==> src/bbd_pkg.sv <==
// package of constants for the branch and bit operation decode slice
// assumes one core clock; a q-phase counter divides each cycle in four
//
// Summary of operation
// - top five bits 11010 mark relative branch; low eleven bits signed offset
// - branch target is incremented counter plus twice the signed offset
// - branch takes two cycles: write counter, then one no-operation cycle
// - bit set reads register, forces chosen bit to one, writes back, flags kept
// - bank bit zero picks access bank, one picks bank select register bank
// - extended set, bank bit zero, address up to 95: indexed literal offset
package bbd_pkg;
	localparam int PC_W = 21;
	localparam int ADDR_W = 12;
	localparam logic [4:0] OPC_BRANCH = 5'h1A;
	localparam logic [3:0] OPC_BIT_SET = 4'h8;
	localparam logic [3:0] OPC_SKIP_CLR = 4'hB;
	localparam logic [3:0] OPC_SKIP_SET = 4'hA;
	localparam int OFS_W = 11;
	localparam logic [7:0] IDX_LIMIT = 8'h5F;
	localparam logic [7:0] ACCESS_SPLIT = 8'h60;
	localparam logic [3:0] ACCESS_HI_BANK = 4'hF;
	localparam logic [PC_W-1:0] PC_STEP = 21'h000002;
	localparam logic [PC_W-1:0] PC_RESET = 21'h000000;
	typedef enum logic [1:0] {Q1, Q2, Q3, Q4} bbd_phase_e;
endpackage

==> src/bbd_decode.sv <==
// decode and execute of relative branch, bit set and bit test skip
// assumes instruction word steady for the whole four-phase cycle and
// register read data valid in the q2 phase it is requested
`timescale 1ns/1ns
module bbd_decode (
	input wire logic ref_clk_in,
	input wire logic reset_in,
	input wire logic [15:0] instr_in,
	input wire logic [3:0] bank_select_register_in,
	input wire logic ext_set_en_in,
	input wire logic [bbd_pkg::ADDR_W-1:0] index_base_in,
	input wire logic [7:0] reg_rdata_in,
	output logic [bbd_pkg::PC_W-1:0] pc_out,
	output logic [bbd_pkg::ADDR_W-1:0] reg_addr_out,
	output logic reg_rd_out,
	output logic reg_wr_out,
	output logic [7:0] reg_wdata_out,
	output logic status_wr_out,
	output logic flush_out,
	output logic [1:0] phase_out
);
	bbd_pkg::bbd_phase_e phase;
	logic cycle_end;

	// ==================================================
	// phase sequencer
	bbd_qphase u_qphase (
		.ref_clk_in(ref_clk_in),
		.reset_in(reset_in),
		.phase_out(phase),
		.cycle_end_out(cycle_end)
	);
	assign phase_out = phase;

	// ==================================================
	// opcode decode
	logic is_branch;
	logic is_bit_set;
	logic is_skip_clr;
	logic is_skip_set;
	logic [2:0] bit_sel;
	logic bank_bit;
	logic [7:0] f_addr;

	assign is_branch = (instr_in[15:11] == bbd_pkg::OPC_BRANCH);
	assign is_bit_set = (instr_in[15:12] == bbd_pkg::OPC_BIT_SET);
	assign is_skip_clr = (instr_in[15:12] == bbd_pkg::OPC_SKIP_CLR);
	assign is_skip_set = (instr_in[15:12] == bbd_pkg::OPC_SKIP_SET);
	assign bit_sel = instr_in[11:9];
	assign bank_bit = instr_in[8];
	assign f_addr = instr_in[7:0];

	// data address of a bit-oriented operand
	function automatic logic [bbd_pkg::ADDR_W-1:0] operand_addr(
		input logic a_bit,
		input logic [7:0] f,
		input logic [3:0] bank,
		input logic ext_en,
		input logic [bbd_pkg::ADDR_W-1:0] base
	);
		logic [bbd_pkg::ADDR_W-1:0] addr;
		addr = {bank, f};
		if (!a_bit && ext_en && f <= bbd_pkg::IDX_LIMIT) begin
			addr = base + {4'h0, f};
		end else if (!a_bit) begin
			// access bank: addresses below 0x60 in bank 0, 0x60 and up in top bank
			if (f < bbd_pkg::ACCESS_SPLIT)
				addr = {4'h0, f};
			else
				addr = {bbd_pkg::ACCESS_HI_BANK, f};
		end
		return addr;
	endfunction

	// ==================================================
	// program counter, bubble and skip state
	logic [bbd_pkg::PC_W-1:0] pc_r;
	logic [bbd_pkg::PC_W-1:0] pc_nxt;
	logic flush_r;
	logic flush_nxt;
	logic [7:0] rdata_r;
	logic [7:0] rdata_nxt;
	logic [7:0] wdata_r;
	logic [7:0] wdata_nxt;
	logic [bbd_pkg::PC_W-1:0] ofs2;
	logic bit_val;

	// signed offset doubled and widened to counter width
	assign ofs2 = {{(bbd_pkg::PC_W-bbd_pkg::OFS_W-1){instr_in[10]}},
		instr_in[10:0], 1'b0};
	assign bit_val = rdata_r[bit_sel];

	always_comb begin
		pc_nxt = pc_r;
		flush_nxt = flush_r;
		rdata_nxt = rdata_r;
		wdata_nxt = wdata_r;
		if (phase == bbd_pkg::Q2)
			rdata_nxt = reg_rdata_in;
		if (phase == bbd_pkg::Q3)
			wdata_nxt = rdata_r | (8'h01 << bit_sel);
		if (cycle_end) begin
			// pc_r already holds address of this instruction plus two
			flush_nxt = 1'b0;
			pc_nxt = pc_r + bbd_pkg::PC_STEP;
			if (!flush_r) begin
				if (is_branch) begin
					pc_nxt = pc_r + ofs2;
					flush_nxt = 1'b1;
				end else if (is_skip_clr && !bit_val) begin
					flush_nxt = 1'b1;
				end else if (is_skip_set && bit_val) begin
					flush_nxt = 1'b1;
				end
			end
		end
	end

	always_ff @(posedge ref_clk_in or posedge reset_in) begin
		if (reset_in) begin
			pc_r <= bbd_pkg::PC_RESET + bbd_pkg::PC_STEP;
			flush_r <= 1'b0;
			rdata_r <= 8'h00;
			wdata_r <= 8'h00;
		end else begin
			pc_r <= pc_nxt;
			flush_r <= flush_nxt;
			rdata_r <= rdata_nxt;
			wdata_r <= wdata_nxt;
		end
	end

	// ==================================================
	// register port
	logic bitop;
	assign bitop = !flush_r && (is_bit_set || is_skip_clr || is_skip_set);
	assign pc_out = pc_r;
	assign flush_out = flush_r;
	assign reg_addr_out = operand_addr(bank_bit, f_addr,
		bank_select_register_in, ext_set_en_in, index_base_in);
	assign reg_rd_out = bitop && (phase == bbd_pkg::Q2);
	assign reg_wr_out = !flush_r && is_bit_set
		&& (phase == bbd_pkg::Q4);
	assign reg_wdata_out = wdata_r;
	assign status_wr_out = 1'b0;

	// ==================================================
	// assertions
	AST_BRANCH_TARGET: assert property (@(posedge ref_clk_in)
		disable iff (reset_in)
		(cycle_end && !flush_r && is_branch) |=> pc_r == $past(pc_r)
		+ $past(ofs2)) else $error("branch target wrong");
	AST_BRANCH_BUBBLE: assert property (@(posedge ref_clk_in)
		disable iff (reset_in)
		(cycle_end && !flush_r && is_branch) |=> flush_r [*4]
		##1 !flush_r) else $error("branch bubble not one cycle");
	AST_SET_WRITE: assert property (@(posedge ref_clk_in)
		disable iff (reset_in)
		reg_wr_out |-> reg_wdata_out[bit_sel] == 1'b1)
		else $error("set bit not one");
	AST_SET_KEEP: assert property (@(posedge ref_clk_in)
		disable iff (reset_in)
		reg_wr_out |-> (reg_wdata_out | (8'h01 << bit_sel))
		== (rdata_r | (8'h01 << bit_sel))) else $error("other bits changed");
	AST_WRITE_PHASE: assert property (@(posedge ref_clk_in)
		disable iff (reset_in)
		reg_wr_out |-> phase == bbd_pkg::Q4 && $past(reg_rd_out, 2))
		else $error("write not in q4 after q2 read");
	AST_READ_PHASE: assert property (@(posedge ref_clk_in)
		disable iff (reset_in)
		reg_rd_out |-> phase == bbd_pkg::Q2)
		else $error("read not in q2");
	AST_ACCESS_LOW: assert property (@(posedge ref_clk_in)
		disable iff (reset_in)
		(!bank_bit && !ext_set_en_in && f_addr < bbd_pkg::ACCESS_SPLIT)
		|-> reg_addr_out == {4'h0, f_addr}) else $error("access bank wrong");
	AST_ACCESS_HIGH: assert property (@(posedge ref_clk_in)
		disable iff (reset_in)
		(!bank_bit && f_addr >= bbd_pkg::ACCESS_SPLIT)
		|-> reg_addr_out == {bbd_pkg::ACCESS_HI_BANK, f_addr})
		else $error("access bank high half wrong");
	AST_BANKED: assert property (@(posedge ref_clk_in)
		disable iff (reset_in)
		bank_bit |-> reg_addr_out == {bank_select_register_in, f_addr})
		else $error("banked address wrong");
	AST_INDEXED: assert property (@(posedge ref_clk_in)
		disable iff (reset_in)
		(!bank_bit && ext_set_en_in && f_addr <= bbd_pkg::IDX_LIMIT)
		|-> reg_addr_out == index_base_in + {4'h0, f_addr})
		else $error("indexed address wrong");
	AST_SKIP_CLR: assert property (@(posedge ref_clk_in)
		disable iff (reset_in)
		(cycle_end && !flush_r && is_skip_clr && !bit_val) |=> flush_r)
		else $error("skip if clear missed");
	AST_SKIP_CLR_HOLD: assert property (@(posedge ref_clk_in)
		disable iff (reset_in)
		(cycle_end && !flush_r && is_skip_clr && bit_val) |=> !flush_r)
		else $error("skip if clear wrongly taken");
	AST_SKIP_SET: assert property (@(posedge ref_clk_in)
		disable iff (reset_in)
		(cycle_end && !flush_r && is_skip_set && !bit_val) |=> !flush_r)
		else $error("skip if set wrongly taken");
	AST_SKIP_SET_TAKEN: assert property (@(posedge ref_clk_in)
		disable iff (reset_in)
		(cycle_end && !flush_r && is_skip_set && bit_val) |=> flush_r)
		else $error("skip if set missed");
	AST_PC_STEP: assert property (@(posedge ref_clk_in)
		disable iff (reset_in)
		(cycle_end && (flush_r || !is_branch))
		|=> pc_r == $past(pc_r) + bbd_pkg::PC_STEP)
		else $error("counter step wrong");
	AST_PC_HOLD: assert property (@(posedge ref_clk_in)
		disable iff (reset_in)
		!cycle_end |=> $stable(pc_r))
		else $error("counter moved outside q4");
	AST_FLUSH_IDLE: assert property (@(posedge ref_clk_in)
		disable iff (reset_in)
		flush_r |-> !reg_wr_out && !reg_rd_out)
		else $error("register access in nop cycle");
	// main scenarios seen
	COV_BRANCH: cover property (@(posedge ref_clk_in)
		cycle_end && !flush_r && is_branch);
	COV_SET: cover property (@(posedge ref_clk_in) reg_wr_out);
	COV_SKIP: cover property (@(posedge ref_clk_in)
		cycle_end && !flush_r && (is_skip_clr || is_skip_set) ##1 flush_r);
	COV_INDEXED: cover property (@(posedge ref_clk_in)
		reg_rd_out && !bank_bit && ext_set_en_in
		&& f_addr <= bbd_pkg::IDX_LIMIT);
endmodule

==> src/bbd_qphase.sv <==
// four-phase sequencer of the instruction cycle
// assumes reset_in asynchronous active high on ref_clk_in
`timescale 1ns/1ns
module bbd_qphase (
	input wire logic ref_clk_in,
	input wire logic reset_in,
	output bbd_pkg::bbd_phase_e phase_out,
	output logic cycle_end_out
);
	bbd_pkg::bbd_phase_e phase_r;
	bbd_pkg::bbd_phase_e phase_nxt;

	// step through q1..q4 and wrap
	always_comb begin
		unique case (phase_r)
			bbd_pkg::Q1: phase_nxt = bbd_pkg::Q2;
			bbd_pkg::Q2: phase_nxt = bbd_pkg::Q3;
			bbd_pkg::Q3: phase_nxt = bbd_pkg::Q4;
			bbd_pkg::Q4: phase_nxt = bbd_pkg::Q1;
		endcase
	end

	always_ff @(posedge ref_clk_in or posedge reset_in) begin
		if (reset_in) begin
			phase_r <= bbd_pkg::Q1;
		end else begin
			phase_r <= phase_nxt;
		end
	end

	assign phase_out = phase_r;
	assign cycle_end_out = (phase_r == bbd_pkg::Q4);
endmodule

==> config.mk <==
export PLATFORM = sky130hd
export DESIGN_NAME = bbd_decode
export DESIGN_NICKNAME = d
export VERILOG_FILES = /design/src/bbd_pkg.sv /design/src/bbd_decode.sv /design/src/bbd_qphase.sv
export SDC_FILE = /design/constraint.sdc
export NUM_CORES = 1
export LEC_CHECK = 0
export BUFFER_PORTS_ARGS = -buffer_cell sky130_fd_sc_hd__buf_2
export CAP_MARGIN = 20
export CELL_PAD_IN_SITES_DETAIL_PLACEMENT = 0
export CELL_PAD_IN_SITES_GLOBAL_PLACEMENT = 1
export CORE_UTILIZATION = 44
export CTS_BUF_LIST = sky130_fd_sc_hd__clkbuf_8
export DETAILED_ROUTE_END_ITERATION = 16
export PLACE_DENSITY = 0.95
export SYNTH_ARGS = -nofsm -noshare
export SYNTH_HDL_FRONTEND = slang
export SYNTH_SLANG_ARGS = --single-unit
==> constraint.sdc <==
create_clock -name ref_clk_in -period 6.05 [get_ports ref_clk_in]
set_clock_uncertainty 0.1 [all_clocks]
set_input_delay 0.3025 -clock ref_clk_in [delete_from_list [all_inputs] [get_ports ref_clk_in]]
set_output_delay 0.3025 -clock ref_clk_in [all_outputs]
set_load 0.1 [all_outputs]
After elaboration in Yosys (flattened, before gate mapping)

Cells that the tools add are included.

Mux-type cells: 12
Shift-type cells: 1
Equal/unequal tests: 7
Add/subtract/negate cells: 3
Order comparisons: 3
Bitwise operators: 1
Reduce and logical (&&, ||, !) cells: 14

Operators with widths:

| kind                                                                             | number |
|---|---|
| 21-bit 2-to-1 mux                                                                | 2 |
| 12-bit 2-to-1 mux                                                                | 3 |
| 21-bit by 2-bit adder with 21-bit output, second input constant                  | 1 |
| 21-bit adder                                                                     | 1 |
| 12-bit by 8-bit adder with 12-bit output                                         | 1 |
| 4-bit == test, second input constant                                             | 3 |
| 8-bit by 7-bit less-or-equal comparator with 1-bit output, second input constant | 1 |
| 1-bit logical AND                                                                | 8 |
| 8-bit by 7-bit less-than comparator with 1-bit output, second input constant     | 1 |
| 8-bit OR                                                                         | 1 |
| 2-bit one-hot mux with 4 select lines                                            | 1 |
| 1-bit by 3-bit left shift with 8-bit output, first input constant                | 1 |
| 5-bit == test, second input constant                                             | 1 |
| 1-bit 2-to-1 mux                                                                 | 5 |
| 2-bit == test, second input constant                                             | 2 |
| 3-bit by 4-bit less-than comparator with 1-bit output, second input constant     | 1 |
| 1-bit binary-select mux with 3-bit select                                        | 1 |
| 1-bit logical NOT                                                                | 3 |
| 2-bit by 1-bit == test with 1-bit output, second input constant                  | 1 |
| 2-bit logical NOT                                                                | 1 |
| 1-bit logical OR                                                                 | 2 |

Logic and storage cells: 46
Register bits: 40
Input port bits: 43
Output and inout port bits: 47

Longest topological paths before layout

Word-level depth: 7
Depth in mapped cells: 10
Gate-level depth less buffers: 10

By module

Synthesis repeated with hierarchy kept, for this count alone.

Cells, all modules: 439
Area total of the unflattened synthesis: 3582.2 µm²

Modules (own cells, without submodules):

| module     | sequential area each (µm²) | area each (µm²) | instances | cells an instance |
|---|---|---|---|---|
| bbd_decode | 927.1                      | 3477.1          | 1         | 430 |
| bbd_qphase | 50.0                       | 105.1           | 1         | 9 |

Least setup slack after synthesis

Ideal clock, no wire load.

Kind: register to output
From: register u_qphase.phase_r[1] (netlist: u_qphase.phase_out[1])
To: output port reg_wr_out
Path slack: 855 ps
Arrival: 4793 ps
Stages on the path, launching flop included: 6
Path through: dfrtp_1 > ha_1 > buf_4 > inv_1 > clkbuf_1 > nor4b_1

Word-level cells in the longest chain between the ends: 2

RTL lines:

| element                | line              | RTL |
|---|---|---|
| from (decl)            | bbd_qphase.sv:10  | `bbd_pkg::bbd_phase_e phase_r;` |
| from (signal assigned) | bbd_qphase.sv:25  | `phase_r <= bbd_pkg::Q1;` |
| from (signal assigned) | bbd_qphase.sv:27  | `phase_r <= phase_nxt;` |
| 2-bit == test          | bbd_decode.sv:143 | `&& (phase == bbd_pkg::Q4);` |
| 1-bit logical AND      | bbd_decode.sv:143 |  |
| to (decl)              | bbd_decode.sv:16  | `output logic reg_wr_out,` |

No other way between the ends.

Worst setup path after layout

From: register u_qphase.phase_r[0] (netlist: u_qphase.phase_out[0])
To: output port reg_wr_out

Same word-level chain as after synthesis.

==> results.cfg <==
[run_status]
outcome = completed

[yosys]
ys_ff_latch = 39
synth_warnings = 0
synth.avg_cell_area_um2 = 8.12
yosysTopAreaCellShare_pct = 25.6
yosysTopAreaCell = dfrtp_1
yosysUniqueCellTypes = 72
netlist_area_um2 = 3720
ys.flop_type = dfrtp_1
synth-edff-count = 0
synth_seq_area_share_pct = 26.3
synth_area_leaders = dfrtp_1 (26%), ha_1 (11%), a21oi_1 (7.0%), nand2_1 (3.9%), nor2_1 (3.9%)
synth_cells = 458
ys_async_sr_fraction_pct = 100

[power_and_ir_drop]
switchingPower_w = 0.000812
power_density_nw_per_um2 = 336
p_seq_share_pct = 26.3
ir_worst_vdd_mv = 0.167
p_leak_nw = 1.94
pwr-share-clk_pct = 12.4
internal-power_w = 0.000618
sw_frac_of_total_pct = 56.8
comb_power_share_pct = 61.3

[placed_design]
place_hpwl_mm = 7.28
gp_congestion = 0.867
place_area_um2 = 4170
port_buffers = 87
post-place-ws_ns = 2.95

[clock_network]
root_buffer = clkbuf_8
clkLatencyLatePin_ns = 0.29
cts_hold_buffers = 0
post_cts.repair.setup_buffers = 0
clock-sinks = 39
cts-buffers-inserted = 5
htreeDepth = 2
clockBufferDepth = 2
clkTransAtPathRegs_ns = 0.08
cts_resized = 0
tritoncts = built

[final_layout]
drive_gt1_share_pct = 23.6
ff_latch_area_um2 = 977
multi_input_area_um2 = 2550
nets = 605
diodes = 0
syn2layout_area_growth_pct = 14.4
nFillCells = 804
stdcell_area_um2 = 4260

[floorplan]
rows = 33
die_area_um2 = 8830
ioPinCount = 90
die_y_um = 94.0
initial_utilization_pct = 45.3
core_um2 = 8220
die_w_um = 94.0

[critical_path]
max_stage_delay_ns = 0.77
worstPathRequired_ns = 5.65
cp-end-kind = output port
crit_type = flip-flop to output port
critPathSlowestCell = ha_1
cp.arrival_ns = 2.86
path_max_fanout = 25
path_cells = ha_1 -> inv_1 -> nor4b_1 -> buf_2
cp-start-kind = flip-flop

[drt]
drc = 0
drt_iter0_markers = 211
dr_wl_met2_mm = 4.56
wirelength_mm = 9.33
first_pass_iters = 5
ant_nets = 0
met1Wirelength_mm = 4.37
avgRoutedWirePerCell_um = 14.7
route.met3.wl_um = 320
vias = 3647
top_layer = met4
via_per_inst = 5.75

[timing]
setup_violations = 0
max_slew.worst_pin.slew_ns = 0.900
period_share_pct = 54.0
drv_slew = 0
finalSetupTns_ns = 0
finalHoldViolCount = 0
rsz0062_at_grt = false
slew_headroom_pct = 40.0
min_period_ns = 3.27
fmax_mhz = 306
setup_slack_ns = 2.78
whs_ns = 0.00953

[global_route]
grt_max_degree = 40
grt_remaining_overflow = 0
antenna_found_initial = 0
grt_pass1_vias = 3387
grt_pass1_wl_mm = 15.6
grt_usage_pct = 21.9

[flow_run]
cap_violations = 0

[worst_hold_path]
min_path_type = input port to asynchronous set/reset pin
worst paths after layout:
check                                       from          endpoint  slack (ns)  cells past startpoint
setup reg to reg                       pc_out[1]        pc_out[15]        3.00                     10
setup / recovery           u_qphase.phase_out[0]        reg_wr_out        2.78                      4
hold reg to reg                       pc_out[20]        pc_out[20]        0.37                      1
hold / removal                          reset_in  reg_wdata_out[6]        0.01                      3
max in group asynchronous               reset_in         pc_out[1]        5.48                      3
min in group ref_clk_in          reg_rdata_in[0]        rdata_r[0]        0.14                      2
synthesized netlist by cell type (all sizes together), types with 4 or more instances:
library cell,instances
a21oi,53
nand2,39
nor2,39
dfrtp,38
o21ai,34
ha,32
clkbuf,18
inv,17
a31oi,16
nand3,13
a21o,12
nand4,12
xnor2,12
mux2,10
nor3,10
buf,8
xor2,8
and3,6
nand2b,6
o21bai,6
o22ai,6
or3,5
nor2b,4
nor4,4
or4,4
metrics by stage:
step                total power (W)  util, %  std cells
floorplan                   0.00108        -        459
global placement            0.00124     50.7        626
detailed placement          0.00125     50.7        626
CTS                         0.00143     51.8        634
global route                0.00153     51.8        634
finish                      0.00143     51.8        634
sequential cells by signal, indices dropped and copies added, names as in the netlist:
register and flops:
flush_out 1, pc_out 20, rdata_r 8, reg_wdata_out 8, u_qphase.phase_out 2
critical path: cells and delay by family (launching register included):
| family | cells | cell delay [ns] |
|---|---|---|
| and+or+nand+nor | 1 | 0.45 |
| DFF | 1 | 0.41 |
| buffers and inverters | 2 | 0.94 |
| adders and majority gates | 1 | 0.77 |
layout make-up:
type | instances | share of cell area, %
Timing Repair Buffer | 88 | 10.4
Sequential cell | 39 | 23.0
Inverter | 17 | 1.50
Multi-Input combinational cell | 377 | 60.0
Tap cell | 105 | 3.09
Clock inverter | 3 | 0.470
Clock buffer | 5 | 1.62
per-layer routing:
layer	vias up	global-route usage, %
li1	1833	-
met2	78	38.4
met5	-	0
met3	7	2.18
met4	0	4.87
met1	1729	28.8
layout by cell type (no fill, tap or decap), types with 3 or more instances in the layout:
| master | n |
|---|---|
| a211oi_1 | 3 |
| and3_1 | 5 |
| o21ai_0 | 29 |
| o22ai_1 | 6 |
| clkbuf_8 | 5 |
| or3_1 | 4 |
| ha_1 | 32 |
| xnor2_1 | 12 |
| nor2b_1 | 4 |
| a31oi_1 | 16 |
| xor2_1 | 8 |
| dfrtp_1 | 38 |
| or4_1 | 4 |
| nand2b_1 | 6 |
| nor2_1 | 39 |
| nor3_1 | 10 |
| o21a_1 | 3 |
| nand4_1 | 11 |
| nand3_1 | 12 |
| nand2_1 | 39 |
| nor4_1 | 3 |
| a21oi_1 | 52 |
| buf_2 | 87 |
| a21o_1 | 10 |
| o21ai_1 | 5 |
| inv_1 | 16 |
| mux2_2 | 10 |
| o21bai_1 | 5 |
cells by family after synthesis:
logic type               Yosys count  synth area share (%)
adder cells (fa/ha/maj)           34                  11.8
XOR/XNOR                          20                  4.71
AO/OA/AOI/OAI                    154                  25.8
multiplexers                      13                  4.51
flip-flops                        39                  26.3
other                              1                 0.101
buffers and inverters             43                  5.28
AND/OR/NAND/NOR                  154                  21.6
power groups by stage:
stage / clock (W) / combinational [W] / sequential [W]
4_1_cts: 0.000180 / 0.000876 / 0.000377
6_report: 0.000177 / 0.000877 / 0.000377
3_3_place_gp: 0 / 0.000863 / 0.000380
2_1_floorplan: 0 / 0.000433 / 0.000651
5_1_grt: 0.000193 / 0.000947 / 0.000384
3_5_place_dp: 0 / 0.000873 / 0.000381
Note: power is estimated with default switching activity, not from simulation.
